### src/logic/dsc_map.svh
// Constants for the switch bank configuration decoder.
// Assumes inclusion by bare name from the decoder sources only.
`ifndef DSC_MAP_SVH
`define DSC_MAP_SVH

// Switch bank widths
`define DSC_RATE_W       4
`define DSC_NODE_W       8
// Rate codes
`define DSC_RATE_MAX     4'h8
`define DSC_RATE_AUTO    4'h9
// Node identity limits
`define DSC_NODE_INVALID 8'h00
`define DSC_NODE_MAX     8'h7f
// Factory settings of the switches
`define DSC_RATE_DEF     4'h1
`define DSC_NODE_DEF     8'h20
// Bit rates in kbit/s, one per code 0 to 8
`define DSC_KBPS_0       10'h00a
`define DSC_KBPS_1       10'h014
`define DSC_KBPS_2       10'h032
`define DSC_KBPS_3       10'h064
`define DSC_KBPS_4       10'h07d
`define DSC_KBPS_5       10'h0fa
`define DSC_KBPS_6       10'h1f4
`define DSC_KBPS_7       10'h320
`define DSC_KBPS_8       10'h3e8

`endif

### src/logic/dsc_pkg.sv
// Types for the switch bank configuration decoder.
// Assumes dsc_map.svh is on the include path.
`include "dsc_map.svh"

package dsc_pkg;

  // Decoded bus configuration
  typedef struct packed {
    logic       auto_scan;  // Scan for bit rate
    logic       rate_bad;   // Rate code above the auto-scan code
    logic [9:0] kbps;       // Fixed rate, kbit/s
    logic       node_bad;   // Node code not usable
    logic [6:0] node_id;    // Node identity
  } dsc_cfg_t;

  // Loader states
  typedef enum logic [1:0] {
    DSC_ST_RESET,
    DSC_ST_SYNC,
    DSC_ST_HOLD
  } dsc_state_t;

endpackage

### src/logic/dsc_decode.sv
// Combinational decode of the two switch bank values.
// Assumes banks are already synchronised and stable.
`timescale 1ns/1ps
`include "dsc_map.svh"

module dsc_decode
  import dsc_pkg::*;
(
  input  wire logic [`DSC_RATE_W-1:0] rate_sw_i,  // Rate bank, bit 0 = position 1
  input  wire logic [`DSC_NODE_W-1:0] node_sw_i,  // Node bank, bit 0 = position 1
  output dsc_cfg_t                    cfg_o       // Decoded configuration
);

  // Table lookup and validity checks
  always_comb
  begin
    cfg_o = '0;
    case (rate_sw_i)
      4'h0:           cfg_o.kbps = `DSC_KBPS_0;
      4'h1:           cfg_o.kbps = `DSC_KBPS_1;
      4'h2:           cfg_o.kbps = `DSC_KBPS_2;
      4'h3:           cfg_o.kbps = `DSC_KBPS_3;
      4'h4:           cfg_o.kbps = `DSC_KBPS_4;
      4'h5:           cfg_o.kbps = `DSC_KBPS_5;
      4'h6:           cfg_o.kbps = `DSC_KBPS_6;
      4'h7:           cfg_o.kbps = `DSC_KBPS_7;
      `DSC_RATE_MAX:  cfg_o.kbps = `DSC_KBPS_8;
      `DSC_RATE_AUTO: cfg_o.auto_scan = 1'b1;
      // Codes 10..15 are undefined; flag rather than guess
      default:        cfg_o.rate_bad = 1'b1;
    endcase
    // Zero is never adopted; above 127 does not fit a 7-bit identity
    cfg_o.node_bad = (node_sw_i == `DSC_NODE_INVALID) || (node_sw_i > `DSC_NODE_MAX);
    if (!cfg_o.node_bad)
    begin
      cfg_o.node_id = node_sw_i[6:0];
    end
  end

endmodule

### src/logic/dsc_config_loader.sv
// Top of the switch bank configuration decoder.
// Assumes switch pins are asynchronous and one 125 MHz clock with sync reset.
`timescale 1ns/1ps
`include "dsc_map.svh"

module dsc_config_loader
  import dsc_pkg::*;
#(
  parameter int SYNC_WAIT = 4  // Cycles after sync before sampling
)
(
  input  wire logic                    REF_CLK_I,     // 125 MHz clock
  input  wire logic                    RST_I,         // Sync reset, active high
  input  wire logic [`DSC_RATE_W-1:0]  RATE_SW_I,     // Rate switch bank
  input  wire logic [`DSC_NODE_W-1:0]  NODE_SW_I,     // Node switch bank
  output logic                         CFG_VALID_O,   // Configuration latched
  output logic                         AUTO_SCAN_O,   // Bit rate scan requested
  output logic                         RATE_BAD_O,    // Undefined rate code
  output logic [9:0]                   RATE_KBPS_O,   // Fixed rate, kbit/s
  output logic                         NODE_BAD_O,    // Node setting invalid
  output logic [6:0]                   NODE_ID_O      // Node identity
);

  localparam logic [2:0] WAIT_LAST = 3'(SYNC_WAIT - 1);

  // Two-stage synchronisers for both banks
  logic [`DSC_RATE_W-1:0] rate_s1_r;   // First stage, read only by second
  logic [`DSC_RATE_W-1:0] rate_s2_r;   // Safe to decode
  logic [`DSC_NODE_W-1:0] node_s1_r;   // First stage, read only by second
  logic [`DSC_NODE_W-1:0] node_s2_r;   // Safe to decode
  logic [`DSC_RATE_W-1:0] rate_s1_nxt;
  logic [`DSC_RATE_W-1:0] rate_s2_nxt;
  logic [`DSC_NODE_W-1:0] node_s1_nxt;
  logic [`DSC_NODE_W-1:0] node_s2_nxt;

  // Loader state and held configuration
  dsc_state_t state_r;     // Loader phase
  dsc_state_t state_nxt;
  logic [2:0] wait_r;      // Settling counter
  logic [2:0] wait_nxt;
  dsc_cfg_t   cfg_r;       // Held configuration
  dsc_cfg_t   cfg_nxt;
  logic       valid_r;     // Held config is good to use
  logic       valid_nxt;
  dsc_cfg_t   dec_cfg;     // Live decode of synced banks

  // Bit order follows the pins: bit 0 is switch position 1
  dsc_decode u_decode (
    .rate_sw_i (rate_s2_r),
    .node_sw_i (node_s2_r),
    .cfg_o     (dec_cfg)
  );

  // Synchroniser next values
  always_comb
  begin
    rate_s1_nxt = RATE_SW_I;
    rate_s2_nxt = rate_s1_r;
    node_s1_nxt = NODE_SW_I;
    node_s2_nxt = node_s1_r;
  end

  // Synchroniser registers; reset to the factory settings
  always_ff @(posedge REF_CLK_I)
  begin
    if (RST_I)
    begin
      rate_s1_r <= `DSC_RATE_DEF;
      rate_s2_r <= `DSC_RATE_DEF;
      node_s1_r <= `DSC_NODE_DEF;
      node_s2_r <= `DSC_NODE_DEF;
    end
    else
    begin
      rate_s1_r <= rate_s1_nxt;
      rate_s2_r <= rate_s2_nxt;
      node_s1_r <= node_s1_nxt;
      node_s2_r <= node_s2_nxt;
    end
  end

  // Loader sequencing: wait out the synchroniser, sample once, hold
  always_comb
  begin
    state_nxt = state_r;
    wait_nxt  = wait_r;
    cfg_nxt   = cfg_r;
    valid_nxt = valid_r;
    case (state_r)
      DSC_ST_RESET:
      begin
        // Stages still hold reset values; let pins flow through first
        state_nxt = DSC_ST_SYNC;
        wait_nxt  = '0;
      end
      DSC_ST_SYNC:
      begin
        if (wait_r == WAIT_LAST)
        begin
          // Single capture; later switch changes need a reset
          cfg_nxt   = dec_cfg;
          valid_nxt = 1'b1;
          state_nxt = DSC_ST_HOLD;
        end
        else
        begin
          wait_nxt = wait_r + 3'h1;
        end
      end
      DSC_ST_HOLD:
      begin
        // Held until the next reset
        state_nxt = DSC_ST_HOLD;
      end
      default:
      begin
        state_nxt = DSC_ST_RESET;
      end
    endcase
  end

  // Loader registers
  always_ff @(posedge REF_CLK_I)
  begin
    if (RST_I)
    begin
      state_r <= DSC_ST_RESET;
      wait_r  <= '0;
      cfg_r   <= '0;
      valid_r <= 1'b0;
    end
    else
    begin
      state_r <= state_nxt;
      wait_r  <= wait_nxt;
      cfg_r   <= cfg_nxt;
      valid_r <= valid_nxt;
    end
  end

  // Outputs straight from the held registers
  always_comb
  begin
    CFG_VALID_O = valid_r;
    AUTO_SCAN_O = cfg_r.auto_scan;
    RATE_BAD_O  = cfg_r.rate_bad;
    RATE_KBPS_O = cfg_r.kbps;
    NODE_BAD_O  = cfg_r.node_bad;
    NODE_ID_O   = cfg_r.node_id;
  end

endmodule

### config.mk
export PLATFORM = sky130hd
export DESIGN_NAME = dsc_config_loader
export DESIGN_NICKNAME = d
export VERILOG_FILES = /design/src/logic/dsc_pkg.sv /design/src/logic/dsc_decode.sv /design/src/logic/dsc_config_loader.sv
export VERILOG_INCLUDE_DIRS = /design/src /design/src/logic
export SDC_FILE = /design/constraint.sdc
export NUM_CORES = 1
export LEC_CHECK = 0
export BUFFER_PORTS_ARGS = -buffer_cell sky130_fd_sc_hd__buf_2
export CORE_MARGIN = 2
export CORE_UTILIZATION = 45
export CTS_CLUSTER_SIZE = 8
export DETAILED_ROUTE_END_ITERATION = 12
export PLACE_DENSITY_LB_ADDON = 0.05
export SLEW_MARGIN = 5
export SYNTH_ARGS = -nofsm -noshare
export SYNTH_HDL_FRONTEND = slang
export SYNTH_SLANG_ARGS = --single-unit
### constraint.sdc
create_clock -name REF_CLK_I -period 1.7 [get_ports REF_CLK_I]
set_input_delay 0.085 -clock REF_CLK_I [delete_from_list [all_inputs] [get_ports REF_CLK_I]]
set_output_delay 0.085 -clock REF_CLK_I [all_outputs]
set_load 0.005 [all_outputs]
==> results of run 1 <==
-- routing by layer --
metal | part of all wire [%] | wire (um) | GRT usage [%] | vias to the layer above
met5 | 0 | 0 | 0 | -
met4 | 0.96 | 30 | 5.36 | 0
met3 | 5.4 | 171 | 5.00 | 3
met2 | 48 | 1510 | 26.1 | 35
met1 | 46 | 1430 | 19.2 | 622
li1 | - | - | - | 720
-- area by class of cell --
cell class | count | area, sq um
inverter | 3 | 11.3
clock inverter | 3 | 47.5
timing repair buffer | 50 | 315
clock buffer | 5 | 68.8
multi-input combinational | 123 | 753
fill | 355 | 1680
sequential | 50 | 1000
tap | 50 | 62.6
-- logic make-up (layout without fill, tap and decap cells) --
kind of cell / after synthesis / in the layout / share of synthesized area [%]
adders and majority gates: 4 / 4 / 2.74
muxes: 2 / 2 / 1.09
and+or+nand+nor: 84 / 84 / 25.7
xor gates and xnor gates: 1 / 1 / 0.479
DFF: 50 / 50 / 54.7
AOI/OAI and AO/OA: 32 / 32 / 11.0
buffers and inverters: 16 / 61 / 4.24
-- worst reg2reg max path: cells and delay by family, from the launching register on --
kind	cells	cell delay (ps)
flops	1	350
simple gates	2	440
compound gates	1	140
buf+inv	1	190
fa+ha+maj	2	360
-- registers in the layout (all words and copies together), names as in the netlist --
| signal | cells |
|---|---|
| rate_s1_r | 4 |
| state_r | 2 |
| node_s2_r | 8 |
| CFG_VALID_O | 1 |
| RATE_BAD_O | 1 |
| wait_r | 3 |
| rate_s2_r | 4 |
| NODE_ID_O | 7 |
| node_s1_r | 8 |
| RATE_KBPS_O | 10 |
| AUTO_SCAN_O | 1 |
| NODE_BAD_O | 1 |
-- repair_timing --
action / in CTS / in global routing
gates resized for setup: 0 / 2
setup buffers: 0 / 0
setup endpoints to repair: 0 / 1
hold endpoints to repair: 10 / 0
hold buffers: 10 / 0
-- through the flow --
| stage | instance area (sq um) | power, uW | cells | utilization (%) | hold slack (ps) |
|---|---|---|---|---|---|
| 2_1_floorplan | 1830 | 1470 | 189 | - | 189 |
| 3_3_place_gp | 2040 | 1510 | 266 | 51.8 | 268 |
| 3_5_place_dp | 2040 | 1530 | 266 | 51.8 | 272 |
| 4_1_cts | 2260 | 2380 | 284 | 57.3 | 3.01 |
| 5_1_grt | 2260 | 2490 | 284 | 57.3 | 7.20 |
| 6_report | 2260 | 2360 | 284 | 57.3 | 0.474 |
-- placed cells by master (no fill, tap or decap), types with 2 or more instances in the layout --
cell           synthesis  layout
dfxtp_1               50      49
buf_2                  5      34
nor2b_1               21      21
a21oi_1               19      19
nand2_1               17      17
nor2_1                15      15
nand3b_1              11      11
dlygate4sd3_1          0      10
buf_4                  1       6
a211oi_1               5       5
or2_2                  5       5
clkbuf_8               0       5
nor3_1                 4       4
inv_1                  3       3
ha_1                   4       3
mux2i_1                2       2
o21ai_0                2       2
nand2b_1               2       2
a211o_1                2       2
-- power breakdown --
| group | switching, uW | leakage (uW) | internal (uW) | total [uW] |
|---|---|---|---|---|
| combinational | 122 | 0.000436 | 123 | 246 |
| sequential | 40.0 | 0.000409 | 1230 | 1270 |
| clock | 395 | 0.0000587 | 446 | 841 |
-- worst paths after layout --
check                           from                           to  slack, ps  cells after the start
max           wait_r[0]$_SDFFE_PP0P_  RATE_KBPS_O[2]$_SDFFE_PP0P_        150                      6
min                     RATE_SW_I[3]      rate_s1_r[3]$_SDFF_PP0_        0.5                      2
max reg2reg   wait_r[0]$_SDFFE_PP0P_  RATE_KBPS_O[2]$_SDFFE_PP0P_        150                      6
min reg2reg  rate_s1_r[0]$_SDFF_PP1_      rate_s2_r[0]$_SDFF_PP1_        420                      1
==> metrics.md, run 1 <==
| Metric | Value |
|---|---|
| Most frequent cells after synthesis | `50 x dfxtp_1, 21 x nor2b_1, 19 x a21oi_1` |
| Lkg Pwr | `roughly 0.00090 uW` |
| Dominant cells by area after synthesis | `dfxtp_1 55%, nor2b_1 7.2%, a21oi_1 5.2%, nand3b_1 4.5%, nand2_1 3.5%` |
| Worst VDD drop | `~620 uV` |
| CTS tree | `yes` |
| Gr usage total | `between 10% and 20%` |
| Leading register cell type out of synthesis | `dfxtp_1` |
| Min Tclk post-route | `approximately 1500 ps` |
| First-pass GRT wire length | `around 5400 um` |
| Max capacitance violation total | `0` |
| Synth Area per Inst | `9.68 sq um` |
| Flop and latch count out of synthesis | `50` |
| Post-synthesis cell area | `between 1500 and 2000 sq um` |
| Die area | `about 4600 sq um` |
| Setup Slack @ Placement | `~140 ps` |
| Clock-pin slew on the worst setup and hold paths | `~90 ps` |
| Routed Antenna Nets | `0` |
| Worst setup margin | `approximately 150 ps` |
| Largest net degree at the start of global routing | `32` |
| I/O Pins | `35` |
| Fin Setup TNS | `0 ps` |
| Layout cells sized above 1 | `between 20% and 30%` |
| Initial antenna violation count | `0` |
| Final Skew | `about 5.7 ps` |
| CP Data Required Time | `1940 ps` |
| Worst-path cell chain | `ha_1, ha_2, nand2_1, buf_4, or3_1, a21oi_1` |
| Clock buffer depth | `2` |
| Actual slew at the worst max-slew pin | `approximately 540 ps` |
| Async S/R FF share, synth | `0%` |
| Total grt overflow | `0` |
| WL per Instance | `approximately 11 um` |
| DR vias/cell | `about 4.9` |
| Yosys warning count | `0` |
| Die Y | `just under 70 um` |
| Die Wd | `around 68 um` |
| Number of diodes | `0` |
| Placeable Area | `about 3900 sq um` |
| Delay-heaviest family, CP | `simple AND/OR/NAND/NOR gates` |
| Final setup fails | `0` |
| CP peak stage delay | `350 ps` |
| Startpoint Class | `register` |
| Initial core utilization | `between 40% and 50%` |
| Synth cell types | `33` |
| Vias in the first global route | `between 1k and 1.5k` |
| Vias | `1380` |
| Gpl congestion | `0.774` |
| Starting DRC count in detailed routing | `64` |
| Crit path DAT | `about 1800 ps` |
| WL final | `roughly 3100 um` |
| CTS Buf Count | `5` |
| Post-synth top area cell | `dfxtp_1` |
| Seq/Total Area, Yosys | `between 50% and 60%` |
| PortBufs | `34` |
| Slew Limit Fails | `0` |
| Pwr Density | `around 1000 nW/um^2` |
| Mapped Cells | `about 190` |
| FP Rows | `23` |
| First-pass DRT Iterations | `4` |
| Status | `complete, no violations` |
| Share of the synthesized area in the top cell type | `54.7%` |
| Root Driver | `clkbuf_8` |
| Sink Count | `50` |
| Slew Limit Headroom | `between 60% and 70%` |
| # DRC | `0` |
| # nets final | `around 250` |
| Worst Path Buf+Inv | `1` |
| Period utilisation layout | `approximately nine tenths` |
| Clock latency on the worst-skew pair | `about 300 ps` |
| DP HPWL | `around 2200 um` |
| Slowest CP cell | `dfxtp_2` |
| Synthesis-to-layout area growth | `23.6%` |
| Worst min path class | `primary input to register` |
| Number of flops mapped to enable cells by yosys | `0` |
| FMAX | `645 MHz` |
| Type of the worst setup path | `register to register` |
| CP Max Fanout | `11` |
| Endpoint class of the critical path | `register` |
| H-tree depth | `2` |
| Unrepaired setup endpoints after global routing | `false` |
| Most common cell in the netlist | `dfxtp_1` |
| Total nets after synthesis | `a little over 200` |
| Final Hold Fails | `0` |
Power figures use the tool's default switching activity.
==> run 2, diff against run 1 <==
--- a/config.mk
+++ b/config.mk
@@ -8,7 +8,7 @@
 export LEC_CHECK = 0
 export BUFFER_PORTS_ARGS = -buffer_cell sky130_fd_sc_hd__buf_2
 export CORE_MARGIN = 2
-export CORE_UTILIZATION = 45
+export CORE_UTILIZATION = 53
 export CTS_CLUSTER_SIZE = 8
 export DETAILED_ROUTE_END_ITERATION = 12
 export PLACE_DENSITY_LB_ADDON = 0.05
==> constraint.sdc (replaced) <==
create_clock -name REF_CLK_I -period 1.6 [get_ports REF_CLK_I]
set_input_delay 0.08 -clock REF_CLK_I [delete_from_list [all_inputs] [get_ports REF_CLK_I]]
set_output_delay 0.08 -clock REF_CLK_I [all_outputs]
set_load 0.005 [all_outputs]
==> run 2 against run 1 <==
Non-clock buffer count increased by 4. Fmax increased by 4.2%. Register-to-register slack got worse by 40 ps. Total power increased by 0.25%. Flip-flop and latch count unchanged. Clock power decreased by 14%. Combinational power increased by 17%. Critical path depth unchanged. Clock skew increased by 4.4 ps. Die area decreased by 14%. Critical path type unchanged. Largest cell class unchanged. Highest routed layer unchanged.
==> metrics.md, run 2 (synthesis gave the netlist of run 1 again) <==
| Metric | Value |
|---|---|
| Final Hold Fails | `0` |
| Worst-path cell chain | `ha_1, ha_2, and2_1, buf_4, nor2_1, a211oi_1` |
| Min-delay src | `RST_I` |
| Finished Layout Cells | `~280` |
| Lkg Pwr | `0.000909 uW` |
| Final Skew | `between 10 and 15 ps` |
| CTS tree | `yes` |
| Clock-pin slew on the worst setup and hold paths | `between 100 and 150 ps` |
| Vias in the first global route | `between 1k and 1.5k` |
| I/O Pins | `35` |
| WL final | `just over 3000 um` |
| Synthesis-to-layout area growth | `23.5%` |
| Commonest non-fill, non-tap cells in the layout | `49 x dfxtp_1, 34 x buf_2, 21 x nor2b_1` |
| Total grt overflow | `0` |
| Fin Setup TNS | `0 ps` |
| CP Data Required Time | `1870 ps` |
| Seq pwr share | `between 50% and 60%` |
| Clock latency on the worst-skew pair | `approximately 350 ps` |
| Initial core utilization | `between 50% and 60%` |
| FMAX | `between 600 and 700 MHz` |
| Gr usage total | `between 10% and 20%` |
| Delay-heaviest family, CP | `flip-flops` |
| DP Cell Count | `264` |
| Max capacitance violation total | `0` |
| Pwr Density | `approximately 1000 nW/um^2` |
| Type of the worst setup path | `register to register` |
| Largest register FFs | `10` |
| Int Power | `roughly 1800 uW` |
| First-pass GRT wire length | `between 5000 and 6000 um` |
| Sink Count | `50` |
| CP peak stage delay | `370 ps` |
| Worst min path class | `primary input to register` |
| CP Max Fanout | `11` |
| Placeable Area | `approximately 3300 sq um` |
| PnR Total Power | `2360 uW` |
| Crit path from | `wait_r[0]$_SDFFE_PP0P_` |
| Starting DRC count in detailed routing | `between 70 and 80` |
| Die Y | `roughly 63 um` |
| Worst r2r dst | `wait_r[0]$_SDFFE_PP0P_` |
| Startpoint Class | `register` |
| Net Sw Frac | `22.8%` |
| Routed Antenna Nets | `0` |
| RR Startpoint | `wait_r[0]$_SDFFE_PP0P_` |
| Cell depth of the worst setup path | `6` |
| Worst Path Buf+Inv | `1` |
| Clk pwr share | `approximately 31%` |
| # DRC | `0` |
| Crit path DAT | `between 1500 and 2000 ps` |
| Min Tclk post-route | `between 1000 and 1500 ps` |
| Worst setup margin | `113 ps` |
| R2R setup slack | `around 110 ps` |
| DP HPWL | `2160 um` |
| Logic gate share of total power | `12.2%` |
| Actual slew at the worst max-slew pin | `roughly 450 ps` |
| R2r worst-path depth | `6` |
| Gpl congestion | `0.779` |
| Post-CTS Setup Repair Bufs | `0` |
| Root Driver | `clkbuf_4` |
| First-pass DRT Iterations | `4` |
| WL per Instance | `10.9 um` |
| Slew Limit Headroom | `70.2%` |
| Worst VDD drop | `around 700 uV` |
| H-tree depth | `2` |
| CTS Buf Count | `5` |
| Slew Limit Fails | `0` |
| End point of the critical path | `wait_r[0]$_SDFFE_PP0P_` |
| Slowest CP cell | `dfxtp_2` |
| Fill count | `approximately 280` |
| Switch Pwr | `about 540 uW` |
| Setup Slack @ Placement | `around 71 ps` |
| Clock buffer depth | `2` |
| Most common cell after layout, fill and taps aside | `dfxtp_1` |
| Final setup fails | `0` |
| Status | `complete, no violations` |
| Die Wd | `62.8 um` |
| Unrepaired setup endpoints after global routing | `false` |
| Largest net degree at the start of global routing | `28` |
| PortBufs | `34` |
| FP Rows | `21` |
| # nets final | `around 260` |
| Initial antenna violation count | `0` |
| Period utilisation layout | `between 90% and 100%` |
| Number of diodes | `0` |
| Endpoint class of the critical path | `register` |
| Vias | `between 1k and 1.5k` |
| Die area | `3940 sq um` |
| Layout cells sized above 1 | `25.3%` |
| DR vias/cell | `between 4 and 5` |
==> run 2: changes by cell type in the layout (fill, tap and decap cells not counted), sizes merged <==
cell | before | now
dlygate4sd3 | 10 | 12
inv | 4 | 3
buf | 40 | 42
clkinv | 1 | 0
clkbuf | 5 | 6
==> run 2: cell type report <==
type	instances	area, sq um	area share, %
well taps	46	57.6	2.55
inverters	3	11.3	0.499
repair buffers	54	350	15.5
clock inverters	1	30.0	1.33
flip-flops and latches	50	1000	44.4
clock buffers	6	51.3	2.27
multi-input cells	123	756	33.5
==> run 2: layer usage <==
layer	track usage [%]	part of all wire, %	vias up
met5	0	0	-
met3	5.95	4.5	5
li1	-	-	721
met2	30.5	49	33
met4	5.83	1.7	0
met1	19.3	44	632
==> run 2: worst min path at each step <==
stage | depth (start not counted) | to | slack, ps
global placement | 2 | node_s1_r[5]$_SDFF_PP1_ | 260
global route | 2 | node_s2_r[1]$_SDFF_PP0_ | 160
finish | 2 | node_s2_r[3]$_SDFF_PP0_ | 150
detailed placement | 2 | rate_s1_r[0]$_SDFF_PP1_ | 270
floorplan | 1 | node_s1_r[5]$_SDFF_PP1_ | 180
CTS | 2 | node_s2_r[1]$_SDFF_PP0_ | 150
==> run 2: timing repair <==
action,CTS,global route
setup endpoints to repair,0,3
hold buffers,12,0
hold endpoints to repair,12,0
gates resized for setup,0,3
==> run 2: through the flow <==
stage / instance area [sq um] / utilization, % / hold WS [ps]
4_1_cts: 2250 / 67.5 / 153
5_1_grt: 2260 / 67.7 / 158
3_5_place_dp: 2050 / 61.5 / 265
6_report: 2260 / 67.7 / 148
3_3_place_gp: 2050 / 61.5 / 263
2_1_floorplan: 1830 / - / 184
==> run 2: power by group through the flow <==
stage	clock network [uW]	logic, uW	registers (uW)
final	722	289	1350
after global routing	802	330	1360
after CTS	742	286	1350
after detailed placement	0	261	1380
after global placement	0	247	1370
after floorplan	0	199	1360
==> run 2: worst reg2reg max path, cell delays in order, from the launching register on <==
cell      delay [ps]
dfxtp_2          370
ha_1             150
ha_2             210
and2_1           180
buf_4            190
nor2_1            70
a211oi_1         240
